===== src/hdl/clc_defs.vh =====
/*
 * clc_defs.vh: register offsets, field positions, reset values and sizes for the
 * configurable logic cell.
 * Assumes inclusion by the cell's design files only; definitions only.
 */
`ifndef CLC_DEFS_VH
`define CLC_DEFS_VH

// register byte offsets on the bus
`define CLC_OFF_POLARITY    12'h000
`define CLC_OFF_D1_SELECT   12'h004
`define CLC_OFF_G2_TERMS    12'h008
`define CLC_OFF_G1_TERMS    12'h00C
`define CLC_OFF_G3_TERMS    12'h010
`define CLC_OFF_G4_TERMS    12'h014
`define CLC_OFF_D234_SELECT 12'h018
`define CLC_OFF_CONTROL     12'h01C
`define CLC_OFF_SW_BITS     12'h020

// polarity register fields
`define CLC_POL_OUT_BIT     7
`define CLC_POL_MASK        8'h8F

// source select field
`define CLC_SEL_MASK        8'h1F

// control register: bit 7 enable, bit 5 output read-back, bits 2..0 function
`define CLC_CTL_EN_BIT      7
`define CLC_CTL_OUT_BIT     5
`define CLC_CTL_MASK        8'h87

// function codes
`define CLC_FN_AND_OR       3'h0
`define CLC_FN_OR_XOR       3'h1
`define CLC_FN_AND          3'h2
`define CLC_FN_SR           3'h3
`define CLC_FN_DFF_SR       3'h4
`define CLC_FN_DLAT_SR      3'h5
`define CLC_FN_JK_R         3'h6
`define CLC_FN_NAND         3'h7

// reset value of all cell registers
`define CLC_REG_RESET       8'h00

`endif


===== src/hdl/clc_gate.v =====
/*
 * clc_gate.v: one data gate of the logic cell: OR of selected data terms, then
 * optional inversion.
 * Assumes data lines and select bits are on the same clock; purely combinational.
 */
`default_nettype none

module clc_gate (
    // data lines
    input  wire [3:0] dataLines,
    // term select: bit 2k+1 true data k, bit 2k inverted data k
    input  wire [7:0] termSelect,
    input  wire       invert,
    // gate result
    output wire       gateOut
);

    wire [7:0] terms;

    genvar k;
    generate
        for (k = 0; k < 4; k = k + 1) begin : g_term
            assign terms[2*k+1] = dataLines[k];
            assign terms[2*k]   = ~dataLines[k];
        end
    endgenerate

    // no term selected gives zero before inversion
    assign gateOut = (|(terms & termSelect)) ^ invert;

endmodule

`default_nettype wire


===== src/hdl/clc_cell.v =====
/*
 * clc_cell.v: configurable logic cell with APB register access.
 * Assumes a single 250 MHz clock, synchronous active-high reset, pins that are
 * asynchronous to clk, and peripheral or clock sources already on clk.
 */
// Notes on behaviour
// - thirty-two candidate inputs are reduced through data selection to four logic lines.
// - four lines drive exactly one of eight functions with single output.
// - sources include pins, internal clocks, peripheral outputs and software bits.
// - cell output goes to peripherals and to an output pin.
// - polarity bit 7 set inverts the cell output.
// - polarity bits 3..0 invert gates four..one before the function.
// - data-one select bits 4..0 choose the source of data line one.
// - gate-two select bits pair true and inverted data, bit 7 true d4.
// - one function is clocked D flip-flop with set and reset from gates.
// - one function is transparent D latch with set and reset from gates.
// - one function is clocked J-K flip-flop with reset from gates.
// - unimplemented polarity bits 6..4 and select bits 7..5 read zero.
`include "clc_defs.vh"
`default_nettype none

module clc_cell #(
    parameter PIN_COUNT = 4,
    parameter CLK_COUNT = 4,
    parameter PER_COUNT = 16
) (
    // clock and reset
    input  wire        clk,
    input  wire        rst,
    // apb slave
    input  wire        psel,
    input  wire        penable,
    input  wire        pwrite,
    input  wire [11:0] paddr,
    input  wire [31:0] pwdata,
    input  wire [3:0]  pstrb,
    output wire        pready,
    output reg  [31:0] prdata,
    output wire        pslverr,
    // input sources
    input  wire [PIN_COUNT-1:0] pinIn,
    input  wire [CLK_COUNT-1:0] clockTaps,
    input  wire [PER_COUNT-1:0] periphIn,
    // cell result
    output reg         cellOutput,
    output wire        cellOutPin,
    output wire        cellOutPinOe
);

    localparam SW_COUNT = 32 - PIN_COUNT - CLK_COUNT - PER_COUNT;

    // registers
    reg [7:0] cellPolarityControl;
    reg [7:0] dataOneSourceSelect;
    reg [7:0] dataSourceSelect [1:3];
    reg [7:0] gateTwoTermSelect;
    reg [7:0] gateOneTermSelect;
    reg [7:0] gateThreeTermSelect;
    reg [7:0] gateFourTermSelect;
    reg [7:0] cellControl;
    reg [7:0] softwareBits;

    // pin synchronisers: three stages, change accepted when last two agree
    reg [PIN_COUNT-1:0] pinSync1;
    reg [PIN_COUNT-1:0] pinSync2;
    reg [PIN_COUNT-1:0] pinSync3;
    reg [PIN_COUNT-1:0] pinClean;

    always @(posedge clk) begin
        if (rst) begin
            pinSync1 <= {PIN_COUNT{1'b0}};
            pinSync2 <= {PIN_COUNT{1'b0}};
            pinSync3 <= {PIN_COUNT{1'b0}};
            pinClean <= {PIN_COUNT{1'b0}};
        end else begin
            pinSync1 <= pinIn;
            pinSync2 <= pinSync1;
            pinSync3 <= pinSync2;
            // a disagreement between the last two stages keeps the old level
            pinClean <= (pinSync2 & pinSync3) | (pinClean & (pinSync2 ^ pinSync3));
        end
    end

    // candidate source vector
    wire [31:0] sources;
    assign sources = {softwareBits[SW_COUNT-1:0], periphIn, clockTaps, pinClean};

    // data selectors reduce the sources to four lines
    wire [3:0] dataLines;
    assign dataLines[0] = sources[dataOneSourceSelect[4:0]];
    genvar d;
    generate
        for (d = 1; d < 4; d = d + 1) begin : g_dsel
            assign dataLines[d] = sources[dataSourceSelect[d][4:0]];
        end
    endgenerate

    // gates with per-gate polarity
    wire [3:0] gateLines;
    clc_gate u_gate1 (
        .dataLines  (dataLines),
        .termSelect (gateOneTermSelect),
        .invert     (cellPolarityControl[0]),
        .gateOut    (gateLines[0])
    );
    clc_gate u_gate2 (
        .dataLines  (dataLines),
        .termSelect (gateTwoTermSelect),
        .invert     (cellPolarityControl[1]),
        .gateOut    (gateLines[1])
    );
    clc_gate u_gate3 (
        .dataLines  (dataLines),
        .termSelect (gateThreeTermSelect),
        .invert     (cellPolarityControl[2]),
        .gateOut    (gateLines[2])
    );
    clc_gate u_gate4 (
        .dataLines  (dataLines),
        .termSelect (gateFourTermSelect),
        .invert     (cellPolarityControl[3]),
        .gateOut    (gateLines[3])
    );

    wire g1 = gateLines[0];
    wire g2 = gateLines[1];
    wire g3 = gateLines[2];
    wire g4 = gateLines[3];

    // storage element; clock edges of the gate lines are found by sampling,
    // so clocked functions act on the first clk edge that samples g1 high
    reg  stateBit;
    reg  g1Prev;
    reg  next_stateBit;
    wire g1Rise = g1 & ~g1Prev;
    wire [2:0] fnSel = cellControl[2:0];

    always @* begin
        next_stateBit = stateBit;
        case (fnSel)
            `CLC_FN_SR: begin
                // set wins when both are high
                if (g1 | g2)
                    next_stateBit = 1'b1;
                else if (g3 | g4)
                    next_stateBit = 1'b0;
            end
            `CLC_FN_DFF_SR: begin
                // set and reset override the clock
                if (g4)
                    next_stateBit = 1'b1;
                else if (g3)
                    next_stateBit = 1'b0;
                else if (g1Rise)
                    next_stateBit = g2;
            end
            `CLC_FN_DLAT_SR: begin
                // transparent while g3 high
                if (g4)
                    next_stateBit = 1'b1;
                else if (g1)
                    next_stateBit = 1'b0;
                else if (g3)
                    next_stateBit = g2;
            end
            `CLC_FN_JK_R: begin
                // j on g2, k on g4, reset on g3
                if (g3)
                    next_stateBit = 1'b0;
                else if (g1Rise) begin
                    case ({g2, g4})
                        2'b10:   next_stateBit = 1'b1;
                        2'b01:   next_stateBit = 1'b0;
                        2'b11:   next_stateBit = ~stateBit;
                        default: next_stateBit = stateBit;
                    endcase
                end
            end
            default: next_stateBit = stateBit;
        endcase
    end

    always @(posedge clk) begin
        if (rst) begin
            stateBit <= 1'b0;
            g1Prev   <= 1'b0;
        end else begin
            stateBit <= next_stateBit;
            g1Prev   <= g1;
        end
    end

    // function select; latch modes show the updated state at once
    reg fnResult;
    always @* begin
        case (fnSel)
            `CLC_FN_AND_OR: fnResult = (g1 & g2) | (g3 & g4);
            `CLC_FN_OR_XOR: fnResult = (g1 | g2) ^ (g3 | g4);
            `CLC_FN_AND:    fnResult = g1 & g2 & g3 & g4;
            `CLC_FN_NAND:   fnResult = ~(g1 & g2 & g3 & g4);
            `CLC_FN_SR:     fnResult = next_stateBit;
            `CLC_FN_DLAT_SR: fnResult = next_stateBit;
            default:        fnResult = stateBit;
        endcase
    end

    // registered output; AOI and OR-XNOR come from the output invert
    always @(posedge clk) begin
        if (rst)
            cellOutput <= 1'b0;
        else if (cellControl[`CLC_CTL_EN_BIT])
            cellOutput <= fnResult ^ cellPolarityControl[`CLC_POL_OUT_BIT];
        else
            cellOutput <= 1'b0;
    end

    // pin copy of the result; driven only while the cell is enabled
    assign cellOutPin   = cellOutput;
    assign cellOutPinOe = cellControl[`CLC_CTL_EN_BIT];

    // apb: zero wait states, write on the access phase
    wire access   = psel & penable;
    wire wrAccess = access & pwrite & pstrb[0];
    reg  addrHit;
    reg  [7:0] readByte;

    always @* begin
        addrHit  = 1'b1;
        readByte = 8'h00;
        case (paddr)
            `CLC_OFF_POLARITY:    readByte = cellPolarityControl;
            `CLC_OFF_D1_SELECT:   readByte = dataOneSourceSelect;
            `CLC_OFF_G2_TERMS:    readByte = gateTwoTermSelect;
            `CLC_OFF_G1_TERMS:    readByte = gateOneTermSelect;
            `CLC_OFF_G3_TERMS:    readByte = gateThreeTermSelect;
            `CLC_OFF_G4_TERMS:    readByte = gateFourTermSelect;
            `CLC_OFF_CONTROL:
                readByte = (cellControl & `CLC_CTL_MASK) |
                           ({7'h00, cellOutput} << `CLC_CTL_OUT_BIT);
            `CLC_OFF_SW_BITS:     readByte = softwareBits;
            default:              addrHit  = 1'b0;
        endcase
    end

    // the three extra data selects pack into one word, one byte each
    wire d234Hit = (paddr == `CLC_OFF_D234_SELECT);

    assign pready  = 1'b1;
    assign pslverr = access & ~addrHit & ~d234Hit;

    always @(posedge clk) begin
        if (rst)
            prdata <= 32'h0000_0000;
        else if (psel & ~penable & ~pwrite)
            prdata <= d234Hit ? {8'h00, dataSourceSelect[3], dataSourceSelect[2],
                                 dataSourceSelect[1]} : {24'h00_0000, readByte};
    end

    always @(posedge clk) begin
        if (rst) begin
            cellPolarityControl <= `CLC_REG_RESET;
            dataOneSourceSelect <= `CLC_REG_RESET;
            dataSourceSelect[1] <= `CLC_REG_RESET;
            dataSourceSelect[2] <= `CLC_REG_RESET;
            dataSourceSelect[3] <= `CLC_REG_RESET;
            gateOneTermSelect   <= `CLC_REG_RESET;
            gateTwoTermSelect   <= `CLC_REG_RESET;
            gateThreeTermSelect <= `CLC_REG_RESET;
            gateFourTermSelect  <= `CLC_REG_RESET;
            cellControl         <= `CLC_REG_RESET;
            softwareBits        <= `CLC_REG_RESET;
        end else begin
            if (wrAccess) begin
                case (paddr)
                    `CLC_OFF_POLARITY:
                        cellPolarityControl <= pwdata[7:0] & `CLC_POL_MASK;
                    `CLC_OFF_D1_SELECT:
                        dataOneSourceSelect <= pwdata[7:0] & `CLC_SEL_MASK;
                    `CLC_OFF_G2_TERMS:   gateTwoTermSelect   <= pwdata[7:0];
                    `CLC_OFF_G1_TERMS:   gateOneTermSelect   <= pwdata[7:0];
                    `CLC_OFF_G3_TERMS:   gateThreeTermSelect <= pwdata[7:0];
                    `CLC_OFF_G4_TERMS:   gateFourTermSelect  <= pwdata[7:0];
                    `CLC_OFF_CONTROL:    cellControl <= pwdata[7:0] & `CLC_CTL_MASK;
                    `CLC_OFF_SW_BITS:    softwareBits <= pwdata[7:0];
                    default: ;
                endcase
            end
            if (access & pwrite & d234Hit) begin
                if (pstrb[0])
                    dataSourceSelect[1] <= pwdata[7:0] & `CLC_SEL_MASK;
                if (pstrb[1])
                    dataSourceSelect[2] <= pwdata[15:8] & `CLC_SEL_MASK;
                if (pstrb[2])
                    dataSourceSelect[3] <= pwdata[23:16] & `CLC_SEL_MASK;
            end
        end
    end

endmodule

`default_nettype wire


===== config.mk =====
export PLATFORM = sky130hd
export DESIGN_NAME = clc_cell
export DESIGN_NICKNAME = d
export VERILOG_FILES = /design/src/hdl/clc_gate.v /design/src/hdl/clc_cell.v
export VERILOG_INCLUDE_DIRS = /design/src /design/src/hdl
export SDC_FILE = /design/constraint.sdc
export NUM_CORES = 1
export LEC_CHECK = 0
export BUFFER_PORTS_ARGS = -buffer_cell sky130_fd_sc_hd__buf_2
export CAP_MARGIN = 15
export CORE_MARGIN = 1.5
export CORE_UTILIZATION = 45
export CTS_CLUSTER_SIZE = 20
export DETAILED_ROUTE_END_ITERATION = 16
export PLACE_DENSITY = 0.67
export SYNTH_ARGS = -nofsm -noshare
export SYNTH_HDL_FRONTEND = slang
export SYNTH_SLANG_ARGS = --single-unit

===== constraint.sdc =====
create_clock -name clk -period 3.8 [get_ports clk]
set_input_delay 0.76 -clock clk [delete_from_list [all_inputs] [get_ports clk]]
set_output_delay 0.76 -clock clk [all_outputs]
set_load 0.01 [all_outputs]

After elaboration in Yosys (flattened, before gate mapping)
Memory sizes are Yosys's and may differ from the RTL's.
Cells that the tools add are included.

word-level totals
  RAM bits = 15
  ROM bits = 0
  memories = 1
  register bits after elaboration = 105
  input port bits = 77
  latch bits = 0

cells by class
  multipliers = 0
  bitwise gates (word level) = 46
  shifts and indexed selects = 0
  reduce and logical (&&, ||, !) cells = 17
  add/subtract/negate cells = 0
  mux-type cells = 41
  div/mod/pow operators = 0
  eq/ne operators = 18
  $lt $le $gt $ge = 4

memories
  name              words  bits a word  rd ports  clocked after memory_dff  write ports  line           RTL
  dataSourceSelect  3      5            3         0                         3            clc_cell.v:55  reg [7:0] dataSourceSelect [1:3];

operators with widths
  operator                                                                      count
  8-bit case mux with 8 select lines                                            1
  12-bit by 5-bit equality test with 1-bit output, second input constant        4
  8-bit OR reduction                                                            5
  8-bit AND                                                                     4
  1-bit two-way mux                                                             29
  12-bit by 4-bit equality test with 1-bit output, second input constant        2
  5-bit by 6-bit less-than comparator with 1-bit output, second input constant  4
  24-bit two-way mux                                                            1
  1-bit binary-select mux with 5-bit select                                     4
  2-bit AND reduction                                                           8
  5-bit two-way mux                                                             3
  1-bit AND                                                                     13
  12-bit by 3-bit equality test with 1-bit output, second input constant        1
  12-bit by 6-bit equality test with 1-bit output, second input constant        1
  3-bit equality test, second input constant                                    4
  12-bit zero test                                                              1
  1-bit inverter                                                                12
  4-bit AND                                                                     2
  8-bit by 6-bit bitwise OR with 8-bit output                                   1
  3-bit by 2-bit equality test with 1-bit output, second input constant         2
  1-bit bitwise OR                                                              6
  1-bit XOR                                                                     6
  1-bit case mux with 5 select lines                                            1
  2-bit equality test, second input constant                                    2
  8 further kinds                                                               9

Depth between registers and ports, before layout
Gate-level depths: netlist of the first run.
An unclocked memory read counts as a cell.

  word-level depth = 14
  mapped depth = 15

Modules after synthesis
From an unflattened synthesis of the first run, not the netlist that was laid out.

second synthesis, totals
  cells, all modules = 597
  area, all modules = 6113.4 µm²

modules (own cells, without submodules)
  module    cells each  instances  area each (µm²)
  clc_cell  573         1          5893.2
  clc_gate  6           4          55.1

Least setup slack after synthesis of the first run
OpenSTA, ideal clock, no wires.

  kind = input port to flip-flop
  from = input port clockTaps[3]
  to = register cellOutput, in the netlist cellOutPin
  stages = 13
  path slack = 0.281 ns
  buffers on the path = 0
  library setup time = 0.070 ns
  data required time = 3.730 ns
  arrival = 3.449 ns
  cells stage by stage = mux2i_1 a22oi_1 and3_1 a31oi_2 a21boi_0 or4b_1 nand4b_1 a211oi_1 o221a_1 o31ai_1 o221a_1 or3_1 a21oi_1

on the way
  longest elaborated chain between the ends = 13
  elaborated cells on any way between the ends = 51

RTL lines
  what                                                                            line                            RTL
  start, declared                                                                 clc_cell.v:42                   input wire [CLK_COUNT-1:0] clockTaps,
  1-bit binary-select mux with 5-bit select (on tied branches)                    clc_cell.v:90, clc_cell.v:94
  1-bit two-way mux (on tied branches)                                            clc_cell.v:90, clc_cell.v:94
  1-bit inverter                                                                  clc_gate.v:24                   assign terms[2*k] = ~dataLines[k];
  8-bit AND                                                                       clc_gate.v:29                   assign gateOut = (|(terms & termSelect)) ^ invert;
  8-bit OR reduction                                                              clc_gate.v:29
  1-bit XOR                                                                       clc_gate.v:29
  2-bit equality test, or another cell as far along                               clc_cell.v:171                  case ({g2, g4})
  1-bit case mux with 3 select lines / 1-bit two-way mux (equally long branches)  clc_cell.v:171, clc_cell.v:154
  1-bit two-way mux (on tied branches)                                            clc_cell.v:170, clc_cell.v:152
  1-bit two-way mux (on tied branches)                                            clc_cell.v:168, clc_cell.v:150
  1-bit case mux with 4 select lines                                              clc_cell.v:140                  case (fnSel)
  1-bit case mux with 5 select lines *                                            clc_cell.v:196                  case (fnSel)
  1-bit XOR *                                                                     clc_cell.v:212                  cellOutput <= fnResult ^ cellPolarityControl[`CLC_POL_OUT_BIT];
  end signal, assigned                                                            clc_cell.v:212
  end, declared                                                                   clc_cell.v:45                   output reg cellOutput,

Mark *: on every way between the ends. The rest lies on a longest branch, timed or not. The select of a mux whose other input is x is not followed.
A chain may end at the register's enable or synchronous reset.

Final worst setup path of the first run
Ends and elaborated chain as after synthesis.

==> results_tabular.tex, run 1 <==
\begin{tabular}{lr}
\hline
Metric & Value \\
\hline
\multicolumn{2}{l}{\textbf{Critical path}} \\
\quad CP Data Required Time & 4090 ps \\
\quad CP arrival & about 4000 ps \\
\quad Highest net fanout along the worst path & 7 \\
\quad Worst setup EP type & flop \\
\quad Launching element type of the critical path & input port \\
\quad Worst setup path category & in2reg \\
\multicolumn{2}{l}{\textbf{Power}} \\
\quad Power Density & around 320 nW/um\^{}2 \\
\quad Static leakage & 2.935 nW \\
\quad IR drop worst, VDD & around 0.00024 V \\
\quad Power, Total & $\sim$0.0024 W \\
\multicolumn{2}{l}{\textbf{Floorplan}} \\
\quad Area of the core region & roughly 13,000 sq um \\
\quad Chip Height & 120.4 microns \\
\quad Die outline area & roughly 14,000 sq um \\
\quad Die boundary width & between 100 and 150 microns \\
\quad IO Count & about 110 \\
\quad Number of cell rows & 42 \\
\quad Starting density of the core & 0.4644 \\
\multicolumn{2}{l}{\textbf{Place}} \\
\quad Count of port buffers added during placement & between 80 and 90 \\
\quad HPWL after detailed placement & $\sim$15 mm \\
\quad Routability-driven placement congestion ratio & 0.9160 \\
\quad Worst slack at placement & -235.6 ps \\
\quad Placed standard-cell area & 7064 sq um \\
\multicolumn{2}{l}{\textbf{Synthesis}} \\
\quad Fraction of synthesized cell area taken by the top area cell type & 0.2939 \\
\quad Register bit total from synthesis & about 110 \\
\quad Number of synthesized flops with an enable pin & 15 \\
\quad Post-synthesis cell area & around 6200 sq um \\
\quad Post-synth cell types & 62 \\
\quad Most common cell in the netlist & sky130\_fd\_sc\_hd\_\_mux2i\_1 \\
\quad Synth cell count leaders & sky130\_fd\_sc\_hd\_\_mux2i\_1 (110), sky130\_fd\_sc\_hd\_\_dfxtp\_1 (91), sky130\_fd\_sc\_hd\_\_nand2\_1 (72) \\
\quad Cell types occupying the most area after synthesis & sky130\_fd\_sc\_hd\_\_dfxtp\_1 (29\%), sky130\_fd\_sc\_hd\_\_mux2i\_1 (18\%), sky130\_fd\_sc\_hd\_\_edfxtp\_1 (7.3\%) \\
\quad Average size of a mapped cell & approximately 8.7 sq um \\
\quad Post-synthesis async set-or-reset flop share & 0 \\
\quad Primary FF master, synth & sky130\_fd\_sc\_hd\_\_dfxtp\_1 \\
\quad Mapped Cells & 716 \\
\quad Post-synthesis cell type with the largest combined area & sky130\_fd\_sc\_hd\_\_dfxtp\_1 \\
\quad Sequential cell area fraction in the yosys report & 0.3666 \\
\quad Count of yosys warnings during synthesis & 0 \\
\multicolumn{2}{l}{\textbf{Final layout}} \\
\quad Number of diodes & 0 \\
\quad Storage element area & $\sim$2300 sq um \\
\quad Final layout net count & 907 \\
\quad Fraction of final layout cells with drive strength greater than 1 & 0.2130 \\
\quad Post-route cell area & between 7000 and 8000 sq um \\
\quad Number of fill cells in the layout & between 1,000 and 1,500 \\
\quad Multi-input logic area & 3712 sq um \\
\quad Area growth from synthesis to layout & 19.86\% \\
\multicolumn{2}{l}{\textbf{Detailed routing}} \\
\quad Count of routing violations after the opening detailed-route iteration & around 550 \\
\quad Number of nets with antenna violations after detailed routing & 0 \\
\quad Detail-routed net length per standard cell & about 19 microns \\
\quad Total number of vias & 5,993 \\
\quad Final WL & roughly 20 mm \\
\quad DRC violations left & 0 \\
\quad Pre-Repair DR Iteration Count & 5 \\
\quad Vias per std cell & between 5 and 6 \\
\multicolumn{2}{l}{\textbf{STA}} \\
\quad Clock skew & 11.24 ps \\
\quad Time the final worst path needs with I/O delays and setup & around 3700 ps \\
\quad Finish-stage setup viols & 0 \\
\quad Min setup slack post-route & about 120 ps \\
\quad Actual transition at the worst max-transition pin & just under 900 ps \\
\quad Max-slew headroom at the worst pin & 0.4138 \\
\quad Final critical-path share of the clock period & 0.9679 \\
\quad Setup TNS & 0 ps \\
\quad Highest Clock Rate & approximately 0.27 GHz \\
\quad Fin. Hold Viols & 0 \\
\quad Number of pins with negative max-slew slack in the final report & 0 \\
\quad Unrepaired setup endpoints after global routing & no \\
\multicolumn{2}{l}{\textbf{Clock tree}} \\
\quad Worst skew pair latency & between 300 and 400 ps \\
\quad Maximum count of clock buffers along a single path & 2 \\
\quad Hold Buf Count CTS & 0 \\
\quad TritonCTS sink count & roughly 110 \\
\quad CTS tree & done \\
\quad Root Buffer Master & sky130\_fd\_sc\_hd\_\_clkbuf\_16 \\
\quad Clk slew on worst S/H paths & $\sim$70 ps \\
\quad Depth of the CTS H-tree & 3 \\
\quad Number of buffers added by the clock tree synthesis step & 9 \\
\multicolumn{2}{l}{\textbf{Global routing}} \\
\quad Global-route usage over all layers & 0.2667 \\
\quad Pin count of the biggest net entering global routing & 86 \\
\quad Number of antenna violations at the first check in global routing & 0 \\
\quad GRT Residual Overflow & 0 \\
\quad Wire length of the first global-routing pass & around 30 mm \\
\quad Vias in the first global route & 5,528 \\
\multicolumn{2}{l}{\textbf{Min path}} \\
\quad Worst hold path type & reg2reg \\
\multicolumn{2}{l}{\textbf{Outcome}} \\
\quad Result of the run & completed \\
\multicolumn{2}{l}{\textbf{Job}} \\
\quad Maximum capacitance violations & 0 \\
\hline
\end{tabular}
==> final timing paths <==
check	depth (start not counted)	slack [ps]	to	from
max	16	120	cellOutPin$_SDFF_PP0_	clockTaps[3]
min	1	440	pinSync2[2]$_SDFF_PP0_	pinSync1[2]$_SDFF_PP0_
max reg2reg	15	130	cellOutPin$_SDFF_PP0_	dataOneSourceSelect[1]$_SDFFE_PP0P_
min reg2reg	1	440	pinSync2[2]$_SDFF_PP0_	pinSync1[2]$_SDFF_PP0_
==> report_power, final <==
group / switching (W) / internal (W)
Sequential: 0.0000149 / 0.00115
Combinational: 0.000156 / 0.000110
Clock: 0.000433 / 0.000533
Total: 0.000604 / 0.00179
==> routing by layer <==
metal / vias to the layer above / wire (microns) / part of all wire / track usage
li1: 2808 / - / - / -
met1: 2826 / 8305 / 0.43 / 0.3573
met2: 314 / 8937 / 0.46 / 0.4244
met3: 45 / 1725 / 0.088 / 0.05189
met4: 0 / 567 / 0.029 / 0.1037
met5: - / 0 / 0 / 0
==> sequential cells by signal, indices dropped and copies added (netlist names), 5 cells and up <==
| name | cells |
|---|---|
| dataOneSourceSelect | 5 |
| cellPolarityControl | 5 |
| gateThreeTermSelect | 8 |
| gateOneTermSelect | 8 |
| gateTwoTermSelect | 8 |
| softwareBits | 8 |
| prdata | 18 |
| gateFourTermSelect | 8 |
| dataSourceSelect | 15 |
==> metrics by stage <==
step,utilization,cells,hold slack [ps]
2_1_floorplan,-,729,413.8
3_3_place_gp,0.5292,989,418.2
3_5_place_dp,0.5292,989,420.4
4_1_cts,0.5524,1005,437.5
5_1_grt,0.5566,1007,454.8
6_report,0.5566,1007,439.2
==> cells in the final DEF (no fill, tap or decap), types with 2 or more instances in the layout <==
master                      netlist  routed
sky130_fd_sc_hd__edfxtp_1        15      15
sky130_fd_sc_hd__inv_1            8       8
sky130_fd_sc_hd__a31o_1           2       2
sky130_fd_sc_hd__clkinv_4         0       2
sky130_fd_sc_hd__a311oi_1         2       2
sky130_fd_sc_hd__and2_1          22      22
sky130_fd_sc_hd__conb_1           2      15
sky130_fd_sc_hd__a221oi_1         8       8
sky130_fd_sc_hd__a31oi_1          5       5
sky130_fd_sc_hd__o221a_1          2       2
sky130_fd_sc_hd__mux2i_1        110     110
sky130_fd_sc_hd__a22oi_1         24      23
sky130_fd_sc_hd__o21ai_0          9       9
sky130_fd_sc_hd__buf_4           17      50
sky130_fd_sc_hd__nor4_2           0       2
sky130_fd_sc_hd__and4_1           4       4
sky130_fd_sc_hd__nand3_1         45      45
sky130_fd_sc_hd__o211a_1          3       3
sky130_fd_sc_hd__nor4_1           4       2
sky130_fd_sc_hd__a211oi_1         8       7
sky130_fd_sc_hd__nor3_1          11      10
sky130_fd_sc_hd__buf_2            5      83
sky130_fd_sc_hd__a21o_1           2       2
sky130_fd_sc_hd__nand4_1          4       4
sky130_fd_sc_hd__buf_12           1       5
sky130_fd_sc_hd__dfxtp_1         91      91
sky130_fd_sc_hd__ha_1             4       4
sky130_fd_sc_hd__nand2_1         72      72
sky130_fd_sc_hd__nor2_1          70      70
sky130_fd_sc_hd__and3_1           9       9
sky130_fd_sc_hd__nor2b_1         22      21
sky130_fd_sc_hd__nand4b_1         2       2
sky130_fd_sc_hd__a222oi_1         9       9
sky130_fd_sc_hd__or3_1            4       4
sky130_fd_sc_hd__clkbuf_16        0       9
sky130_fd_sc_hd__or2_2            4       4
sky130_fd_sc_hd__nand2b_1         8       8
sky130_fd_sc_hd__a21oi_1         54      53
==> critical path, cell delays in order <==
cell and delay (ps):
sky130_fd_sc_hd__buf_2 110, sky130_fd_sc_hd__buf_4 130, sky130_fd_sc_hd__mux2i_1 190, sky130_fd_sc_hd__a22oi_1 120
sky130_fd_sc_hd__nand2_1 80, sky130_fd_sc_hd__a21oi_1 50, sky130_fd_sc_hd__a311oi_2 260, sky130_fd_sc_hd__buf_4 230
sky130_fd_sc_hd__mux2i_1 380, sky130_fd_sc_hd__a31oi_1 190, sky130_fd_sc_hd__nor2_1 390, sky130_fd_sc_hd__a41o_2 280
sky130_fd_sc_hd__a21oi_1 80, sky130_fd_sc_hd__o221a_1 250, sky130_fd_sc_hd__or3_1 330, sky130_fd_sc_hd__a21oi_2 140
==> area by class of cell <==
class,count,share of cell area
inverter,8,0.004042
tap,176,0.02964
timing repair buffer,138,0.1199
multi-input combinational,563,0.4997
clock buffer,11,0.03267
sequential,106,0.3058
clock inverter,5,0.008252
==> kinds of logic after synthesis <==
kind of cell             after synthesis  synth area share
flip-flops                           106            0.3666
AND/OR/NAND/NOR                      289            0.2293
other                                  2          0.001212
buffers and inverters                 60           0.05147
adder cells (fa/ha/maj)                4          0.008075
XOR/XNOR                               4          0.008076
AO/OA/AOI/OAI                        141            0.1577
multiplexers                         110            0.1776
==> what timing repair did <==
item,in CTS,in global routing
endpoints found under the setup margin,1,1
pin swaps,0,4
gates resized for setup,1,7
setup buffers,0,2
Power figures use the tool's default switching activity.
==> inputs of run 2 (changes only) <==
--- a/config.mk
+++ b/config.mk
@@ -6,13 +6,15 @@
 export SDC_FILE = /design/constraint.sdc
 export NUM_CORES = 1
 export LEC_CHECK = 0
-export BUFFER_PORTS_ARGS = -buffer_cell sky130_fd_sc_hd__buf_2
 export CAP_MARGIN = 15
+export CELL_PAD_IN_SITES_DETAIL_PLACEMENT = 1
+export CELL_PAD_IN_SITES_GLOBAL_PLACEMENT = 2
 export CORE_MARGIN = 1.5
-export CORE_UTILIZATION = 45
+export CORE_UTILIZATION = 38
 export CTS_CLUSTER_SIZE = 20
 export DETAILED_ROUTE_END_ITERATION = 16
-export PLACE_DENSITY = 0.67
+export DONT_BUFFER_PORTS = 1
+export PLACE_DENSITY_LB_ADDON = 0.1
 export SYNTH_ARGS = -nofsm -noshare
 export SYNTH_HDL_FRONTEND = slang
 export SYNTH_SLANG_ARGS = --single-unit
==> run 2 against run 1 <==
Compared with the run above: routed wire length increased by 9.1%; combinational power decreased by 34%; first-iteration DRC count decreased by 27%; sequential share of layout area increased by 2.0 points; worst hold slack improved by 6.8 ps; clock-buffer cell count decreased by 2; die area increased by 18%; clock power increased by 5%; critical path type is now reg2reg; highest routed layer unchanged.
==> results_tabular.tex, run 2 (synthesized netlist as in run 1, its figures left out) <==
\begin{tabular}{lr}
\hline
Metric & Value \\
\hline
\multicolumn{2}{l}{\textbf{Clock tree}} \\
\quad TritonCTS sink count & 106 (unchanged) \\
\quad Hold Buf Count CTS & 0 (unchanged) \\
\quad Depth of the CTS H-tree & 3 (unchanged) \\
\quad Root Buffer Master & sky130\_fd\_sc\_hd\_\_clkbuf\_16 \\
\quad Clk slew on worst S/H paths & 80 ps (about the same) \\
\quad Worst skew pair latency & 360 ps (about the same) \\
\quad Maximum count of clock buffers along a single path & 2 (unchanged) \\
\quad Number of buffers added by the clock tree synthesis step & 9 (unchanged) \\
\quad CTS tree & done \\
\multicolumn{2}{l}{\textbf{Final layout}} \\
\quad Area growth from synthesis to layout & 12.37\% \\
\quad Number of diodes & 0 (unchanged) \\
\quad Flip-flop count of the largest register, all copies and words added & 18 (unchanged) \\
\quad Fraction of final layout cells with drive strength greater than 1 & 0.1163 (-0.09672) \\
\quad Most frequent cells in the layout & sky130\_fd\_sc\_hd\_\_mux2i\_1 (110), sky130\_fd\_sc\_hd\_\_dfxtp\_1 (91), sky130\_fd\_sc\_hd\_\_nand2\_1 (72) \\
\quad Register with the most flip-flops & prdata \\
\quad Biggest regs & prdata: 18 flops, dataSourceSelect: 15 flops \\
\quad Most frequent standard cell in the layout excluding fill and tap cells & sky130\_fd\_sc\_hd\_\_mux2i\_1 \\
\quad Non-filler cells, final & 947 (-6.0\%) \\
\quad Final layout net count & 807 (-11\%) \\
\multicolumn{2}{l}{\textbf{Place}} \\
\quad Count of port buffers added during placement & 0 (-100\%) \\
\quad Total placed cells including tap cells & 930 (-6.0\%) \\
\quad Routability-driven placement congestion ratio & 0.8231 (-10\%) \\
\quad HPWL after detailed placement & 15.85 mm (+9.0\%) \\
\multicolumn{2}{l}{\textbf{Detailed routing}} \\
\quad Total number of vias & 5,608 (-6.4\%) \\
\quad Pre-Repair DR Iteration Count & 6 (+1) \\
\quad Detail-routed net length per standard cell & 22.52 microns (+16\%) \\
\quad Count of routing violations after the opening detailed-route iteration & 401 (-27\%) \\
\quad DRC violations left & 0 (unchanged) \\
\quad Final WL & 21.32 mm (+9.1\%) \\
\quad Number of nets with antenna violations after detailed routing & 0 (unchanged) \\
\quad Vias per std cell & 5.922 (-0.50\%) \\
\multicolumn{2}{l}{\textbf{Critical path}} \\
\quad Worst setup EP type & flop \\
\quad Crit path max-delay family & simple AND/OR/NAND/NOR gates \\
\quad CP arrival & 4010 ps (+40 ps) \\
\quad Cell-by-cell listing of the critical path & buf\_4 -> nor2\_1 -> buf\_4 -> a22oi\_2 -> nand3\_1 -> and2\_4 -> and3\_4 -> or4b\_1 -> and3b\_2 -> xnor2\_2 -> o22a\_1 -> o211a\_1 -> o221a\_1 -> or3\_1 -> a21oi\_1 \\
\quad Highest net fanout along the worst path & 7 (unchanged) \\
\quad CP Data Required Time & 4100 ps (about the same) \\
\quad Worst setup path category & reg2reg \\
\quad Combined buffer and inverter count along the critical path & 2 (-1) \\
\quad Register-to-register path setup slack & 100 ps (-30 ps) \\
\quad Most used cell along the critical path & sky130\_fd\_sc\_hd\_\_buf\_4 \\
\quad Maximum cell stage delay along the critical path & 540 ps (+150 ps) \\
\quad Cell type of the slowest stage on the worst timing path & sky130\_fd\_sc\_hd\_\_or4b\_1 \\
\quad Launching element type of the critical path & flop \\
\multicolumn{2}{l}{\textbf{STA}} \\
\quad Clock skew & 13.26 ps (+2.015 ps) \\
\quad Fin. Hold Viols & 0 (unchanged) \\
\quad Actual transition at the worst max-transition pin & 739.1 ps (-140.1 ps) \\
\quad Unrepaired setup endpoints after global routing & no \\
\quad Number of pins with negative max-slew slack in the final report & 0 (unchanged) \\
\quad Max-slew headroom at the worst pin & 0.5054 (+0.09161) \\
\quad Finish-stage setup viols & 0 (unchanged) \\
\quad Time the final worst path needs with I/O delays and setup & 3703 ps (+25.07 ps) \\
\quad Final critical-path share of the clock period & 0.9745 (+0.006596) \\
\quad Highest Clock Rate & 0.2701 GHz (-0.68\%) \\
\multicolumn{2}{l}{\textbf{Power}} \\
\quad Sw frac & 0.2591 (+0.007404) \\
\quad Static leakage & 2.499 nW (-15\%) \\
\quad Fraction of power consumed by combinational cells & 0.074 (-0.037) \\
\quad Power Density & 339.8 nW/um\^{}2 (+5.2\%) \\
\quad Power dissipated by switching net loads & 0.0006134 W (+1.6\%) \\
\quad IR drop worst, VDD & 0.0002414 V (+1.2\%) \\
\quad Power, Total & 0.002367 W (-1.3\%) \\
\quad Sequential group share of total power & 0.495 (+0.009) \\
\quad Internal Power & 0.001754 W (-2.3\%) \\
\quad Clk pwr share & 0.431 (+0.028) \\
\multicolumn{2}{l}{\textbf{Floorplan}} \\
\quad Area of the core region & 15,890 sq um (+19\%) \\
\quad Die outline area & 17,090 sq um (+18\%) \\
\quad Die boundary width & 130.7 microns (+8.6\%) \\
\quad IO Count & 114 (unchanged) \\
\quad Chip Height & 130.7 microns (+8.6\%) \\
\quad Starting density of the core & 0.3902 (-0.07418) \\
\quad Number of cell rows & 46 (+9.5\%) \\
\multicolumn{2}{l}{\textbf{Global routing}} \\
\quad GRT Residual Overflow & 0 (unchanged) \\
\quad Global-route usage over all layers & 0.2577 (-0.009030) \\
\quad Vias in the first global route & 5,622 (+1.7\%) \\
\quad Pin count of the biggest net entering global routing & 94 (+9.3\%) \\
\quad Number of antenna violations at the first check in global routing & 0 (unchanged) \\
\quad Wire length of the first global-routing pass & 32.92 mm (+11\%) \\
\multicolumn{2}{l}{\textbf{Job}} \\
\quad Maximum capacitance violations & 0 (unchanged) \\
\multicolumn{2}{l}{\textbf{Outcome}} \\
\quad Result of the run & completed \\
\multicolumn{2}{l}{\textbf{Min path}} \\
\quad Worst hold path type & reg2reg \\
\hline
\end{tabular}
## run 2: cell types whose count changed in the layout (fill, tap and decap cells not counted), sizes merged
cell / before / now
buf: 138 / 38
inv: 9 / 13
clkinv: 3 / 1
clkbuf: 11 / 9
## run 2: layer usage
layer / GRT usage / wire length [microns] / vias to the layer above
li1: - / - / 2622
met2: 0.4084 / 9691 / 174
met4: 0.07757 / 443 / 0
met3: 0.04845 / 1261 / 28
met5: 0 / 0 / -
met1: 0.3569 / 9927 / 2784
## run 2: what timing repair did
action | in CTS | in global routing
buffers inserted | 0 | 1
gates resized for setup | 1 | 15
pin swaps | 0 | 3
setup endpoints to repair | 1 | 2
## run 2: final timing paths
check	start	end	depth (start not counted)
worst max-delay path	dataSourceSelect[0][12]$_SDFFCE_PN0P_	cellOutPin$_SDFF_PP0_	15
worst min-delay path	pinSync1[0]$_SDFF_PP0_	pinSync2[0]$_SDFF_PP0_	1
worst max register to register	dataSourceSelect[0][12]$_SDFFCE_PN0P_	cellOutPin$_SDFF_PP0_	15
worst min register to register	pinSync1[0]$_SDFF_PP0_	pinSync2[0]$_SDFF_PP0_	1
## run 2: power by group through the flow
stage | combinational (W) | clock, W | sequential [W]
after floorplan | 0.000150 | 0 | 0.00119
after global placement | 0.000165 | 0 | 0.00120
after detailed placement | 0.000167 | 0 | 0.00120
after CTS | 0.000168 | 0.00103 | 0.00117
after global routing | 0.000191 | 0.00108 | 0.00117
final | 0.000175 | 0.00102 | 0.00117
## run 2: metrics by stage
step                setup WS (ps)  hold WS [ps]  TNS [ps]  area, sq um  utilization
floorplan                   281.5         413.8         0         6247            -
global placement           -37.96         419.6    -37.96         6584       0.4145
detailed placement         -126.6         433.5    -126.6         6584       0.4145
CTS                         48.74         450.2         0         6895       0.4341
finish                      97.07         446.0         0         6965       0.4385
global route                1.183         457.2         0         6965       0.4385
## run 2: cell type report
class                           instances  area, sq um
Clock inverter                          7        81.33
Inverter                                8        30.03
Timing Repair Buffer                   38        335.3
Fill cell                            1900         8920
Clock buffer                            9        225.2
Tap cell                              216        270.3
Multi-Input combinational cell        563         3751
Sequential cell                       106         2272
## run 2: worst reg2reg max path: stages (launching register included)
cell	delay, ps
sky130_fd_sc_hd__edfxtp_1	480
sky130_fd_sc_hd__buf_4	160
sky130_fd_sc_hd__nor2_1	50
sky130_fd_sc_hd__buf_4	160
sky130_fd_sc_hd__a22oi_2	140
sky130_fd_sc_hd__nand3_1	140
sky130_fd_sc_hd__and2_4	210
sky130_fd_sc_hd__and3_4	170
sky130_fd_sc_hd__or4b_1	540
sky130_fd_sc_hd__and3b_2	300
sky130_fd_sc_hd__xnor2_2	140
sky130_fd_sc_hd__o22a_1	250
sky130_fd_sc_hd__o211a_1	220
sky130_fd_sc_hd__o221a_1	230
sky130_fd_sc_hd__or3_1	320
sky130_fd_sc_hd__a21oi_1	140
==> inputs of run 3 (changes only) <==
--- a/config.mk
+++ b/config.mk
@@ -9,7 +9,8 @@
 export CAP_MARGIN = 15
 export CELL_PAD_IN_SITES_DETAIL_PLACEMENT = 1
 export CELL_PAD_IN_SITES_GLOBAL_PLACEMENT = 2
-export CORE_MARGIN = 1.5
+export CORE_ASPECT_RATIO = 1.5
+export CORE_MARGIN = 5
 export CORE_UTILIZATION = 38
 export CTS_CLUSTER_SIZE = 20
 export DETAILED_ROUTE_END_ITERATION = 16
==> run 3 against run 2 <==
Compared with the run above: worst setup slack got worse by 80 ps; via count is 2.2% lower; clock power fell by 10%; final cell count decreased by 0.74%; cell area down 0.23%; sequential power about the same; largest cell class unchanged; maximum frequency shrank 2.1%; routed wire length grew 2.0%; register-to-register slack worse by 80 ps.
==> results_tabular.tex, run 3 (synthesized netlist as in run 1, its figures left out) <==
\begin{tabular}{lr}
\hline
Metric & Value \\
\hline
\multicolumn{2}{l}{\textbf{Detailed routing}} \\
\quad Count of routing violations after the opening detailed-route iteration & 363 (-9.5\%) \\
\quad Number of nets with antenna violations after detailed routing & 0 (unchanged) \\
\quad Pre-Repair DR Iteration Count & 7 (+1) \\
\quad Total number of vias & 5,484 (-2.2\%) \\
\quad Vias per std cell & 5.834 (-1.5\%) \\
\quad DRC violations left & 0 (unchanged) \\
\quad Final WL & 21.75 mm (+2.0\%) \\
\quad Detail-routed net length per standard cell & 23.14 microns (+2.8\%) \\
\multicolumn{2}{l}{\textbf{Floorplan}} \\
\quad Die outline area & 19,020 sq um (+11\%) \\
\quad Die boundary width & 114.3 microns (-13\%) \\
\quad IO Count & 114 (unchanged) \\
\quad Starting density of the core & 0.3846 (-0.005634) \\
\quad Chip Height & 166.4 microns (+27\%) \\
\quad Area of the core region & 16,120 sq um (+1.5\%) \\
\quad Number of cell rows & 57 (+24\%) \\
\multicolumn{2}{l}{\textbf{Power}} \\
\quad Internal Power & 0.001701 W (-3.0\%) \\
\quad Sequential group share of total power & 0.516 (+0.021) \\
\quad Fraction of power consumed by combinational cells & 0.080 (+0.006) \\
\quad Power dissipated by switching net loads & 0.0005636 W (-8.1\%) \\
\quad IR drop worst, VDD & 0.0001728 V (-28\%) \\
\quad Clk pwr share & 0.403 (-0.028) \\
\quad Sw frac & 0.2488 (-0.01030) \\
\quad Power Density & 325.9 nW/um\^{}2 (-4.1\%) \\
\quad Static leakage & 2.492 nW (-0.29\%) \\
\multicolumn{2}{l}{\textbf{Final layout}} \\
\quad Fraction of final layout cells with drive strength greater than 1 & 0.1158 (-0.0004753) \\
\quad Most frequent cells in the layout & sky130\_fd\_sc\_hd\_\_mux2i\_1 (108), sky130\_fd\_sc\_hd\_\_dfxtp\_1 (91), sky130\_fd\_sc\_hd\_\_nand2\_1 (72) \\
\quad Most frequent standard cell in the layout excluding fill and tap cells & sky130\_fd\_sc\_hd\_\_mux2i\_1 \\
\quad Area growth from synthesis to layout & 12.11\% \\
\quad Post-route cell area & 6949 sq um (-0.23\%) \\
\quad Biggest regs & prdata: 18 flops, dataSourceSelect: 15 flops \\
\quad Share of the core filled with cells & 0.4311 (-0.007341) \\
\quad Number of diodes & 0 (unchanged) \\
\quad Register with the most flip-flops & prdata \\
\quad Flip-flop count of the largest register, all copies and words added & 18 (unchanged) \\
\quad Final layout net count & 811 (+0.50\%) \\
\multicolumn{2}{l}{\textbf{Place}} \\
\quad Placed standard-cell area & 6574 sq um (-0.15\%) \\
\quad Routability-driven placement congestion ratio & 0.9160 (+11\%) \\
\quad HPWL after detailed placement & 17.07 mm (+7.7\%) \\
\quad Count of port buffers added during placement & 0 (unchanged) \\
\multicolumn{2}{l}{\textbf{Global routing}} \\
\quad GRT Residual Overflow & 0 (unchanged) \\
\quad Wire length of the first global-routing pass & 33.22 mm (+0.92\%) \\
\quad Vias in the first global route & 5,843 (+3.9\%) \\
\quad Number of antenna violations at the first check in global routing & 0 (unchanged) \\
\quad Global-route usage over all layers & 0.2265 (-0.03122) \\
\quad Pin count of the biggest net entering global routing & 94 (unchanged) \\
\multicolumn{2}{l}{\textbf{Clock tree}} \\
\quad TritonCTS sink count & 106 (unchanged) \\
\quad Root Buffer Master & sky130\_fd\_sc\_hd\_\_clkbuf\_16 \\
\quad Number of buffers added by the clock tree synthesis step & 9 (unchanged) \\
\quad Worst skew pair latency & 350 ps (about the same) \\
\quad Maximum count of clock buffers along a single path & 2 (unchanged) \\
\quad Depth of the CTS H-tree & 3 (unchanged) \\
\quad Hold Buf Count CTS & 0 (unchanged) \\
\quad Clk slew on worst S/H paths & 80 ps (about the same) \\
\quad CTS tree & done \\
\multicolumn{2}{l}{\textbf{STA}} \\
\quad Unrepaired setup endpoints after global routing & yes \\
\quad Clock skew & 10.87 ps (-2.393 ps) \\
\quad Finish-stage setup viols & 0 (unchanged) \\
\quad Final critical-path share of the clock period & 0.9954 (+0.02099) \\
\quad Time the final worst path needs with I/O delays and setup & 3783 ps (+79.77 ps) \\
\quad Actual transition at the worst max-transition pin & 1103 ps (+364.1 ps) \\
\quad Fin. Hold Viols & 0 (unchanged) \\
\quad Max-slew headroom at the worst pin & 0.2613 (-0.2442) \\
\quad Number of pins with negative max-slew slack in the final report & 0 (unchanged) \\
\quad Highest Clock Rate & 0.2644 GHz (-2.1\%) \\
\multicolumn{2}{l}{\textbf{Critical path}} \\
\quad Number of cells on the worst reg-to-reg path & 15 (unchanged) \\
\quad CP arrival & 4060 ps (+50 ps) \\
\quad Worst reg2reg path startpoint & dataSourceSelect[0][11]\$\_SDFFCE\_PN0P\_ \\
\quad Launching element type of the critical path & flop \\
\quad Reg-to-reg endpoint & cellOutPin\$\_SDFF\_PP0\_ \\
\quad Register-to-register path setup slack & 20 ps (-80 ps) \\
\quad Worst setup EP type & flop \\
\quad Worst setup path category & reg2reg \\
\quad Highest net fanout along the worst path & 5 (-2) \\
\quad CP Data Required Time & 4080 ps (-20 ps) \\
\multicolumn{2}{l}{\textbf{Min path}} \\
\quad Worst hold path type & reg2reg \\
\quad Start point of the worst hold path & pinSync1[2]\$\_SDFF\_PP0\_ \\
\quad Hold Path Sink & pinSync2[2]\$\_SDFF\_PP0\_ \\
\quad Worst Hold Path Cells & 1 (unchanged) \\
\multicolumn{2}{l}{\textbf{Outcome}} \\
\quad Result of the run & completed \\
\multicolumn{2}{l}{\textbf{Job}} \\
\quad Maximum capacitance violations & 0 (unchanged) \\
\hline
\end{tabular}
## run 3: cell count changes in the layout (fill, tap and decap cells not counted), sizes merged
| cell | delta |
|---|---|
| clkbuf | +1 |
| bufinv | -1 |
| buf | +4 |
| inv | -1 |
## run 3: layer usage
| metal | global-route usage | wire (microns) |
|---|---|---|
| met5 | 0 | 0 |
| met4 | 0.1571 | 1563 |
| met3 | 0.04174 | 867 |
| met2 | 0.3998 | 11270 |
| met1 | 0.2374 | 8048 |
## run 3: cell type report
class | count | area, sq um
tap | 206 | 257.7
fill | 1921 | 9169
sequential | 106 | 2272
clock inverter | 5 | 43.79
timing repair buffer | 42 | 365.4
multi-input combinational | 563 | 3741
inverter | 8 | 30.03
clock buffer | 10 | 239.0
## run 3: what timing repair did
item	4_1_cts	5_1_grt
pin swaps	1	12
setup buffers	0	2
setup endpoints to repair	1	2
resized for setup	1	15
cloned	0	1
## run 3: through the flow
stage / cells / hold slack [ps] / setup slack [ps] / power [W] / setup TNS, ps
floorplan: 729 / 413.8 / 281.5 / 0.001338 / 0
global placement: 922 / 419.9 / -37.69 / 0.001364 / -37.69
finish: 940 / 447.5 / 17.30 / 0.002265 / 0
global route: 940 / 451.1 / -134.0 / 0.002350 / -134.0
CTS: 937 / 451.2 / 2.921 / 0.002282 / 0
detailed placement: 922 / 430.5 / -38.16 / 0.001368 / -38.16
## run 3: worst max-delay path, cell delays in order, from the launching register on
cell and delay [ps]:
sky130_fd_sc_hd__edfxtp_1 440, sky130_fd_sc_hd__buf_6 180, sky130_fd_sc_hd__mux2i_4 200, sky130_fd_sc_hd__a211oi_2 190
sky130_fd_sc_hd__and3_4 220, sky130_fd_sc_hd__a31oi_4 50, sky130_fd_sc_hd__buf_6 140, sky130_fd_sc_hd__and3_4 170
sky130_fd_sc_hd__or4b_4 530, sky130_fd_sc_hd__nand4b_1 240, sky130_fd_sc_hd__a211oi_2 300, sky130_fd_sc_hd__o221a_1 240
sky130_fd_sc_hd__o31ai_2 80, sky130_fd_sc_hd__o221a_1 290, sky130_fd_sc_hd__or3_1 300, sky130_fd_sc_hd__a21oi_1 120
## run 3: worst max path at each step
stage	from	to	slack (ps)	depth (start not counted)
2_1_floorplan	clockTaps[3]	cellOutPin$_SDFF_PP0_	280	13
3_3_place_gp	periphIn[15]	cellOutPin$_SDFF_PP0_	-40	13
3_5_place_dp	periphIn[15]	cellOutPin$_SDFF_PP0_	-40	13
4_1_cts	dataSourceSelect[0][11]$_SDFFCE_PN0P_	cellOutPin$_SDFF_PP0_	3	15
5_1_grt	dataSourceSelect[0][11]$_SDFFCE_PN0P_	cellOutPin$_SDFF_PP0_	-130	15
6_report	dataSourceSelect[0][11]$_SDFFCE_PN0P_	cellOutPin$_SDFF_PP0_	20	15
## run 3: power by group through the flow
stage / clock [W] / sequential, W / combinational [W]
final: 0.000914 / 0.00117 / 0.000182
after global routing: 0.000983 / 0.00117 / 0.000196
after CTS: 0.000940 / 0.00117 / 0.000174
after detailed placement: 0 / 0.00120 / 0.000173
after global placement: 0 / 0.00119 / 0.000170
after floorplan: 0 / 0.00119 / 0.000150
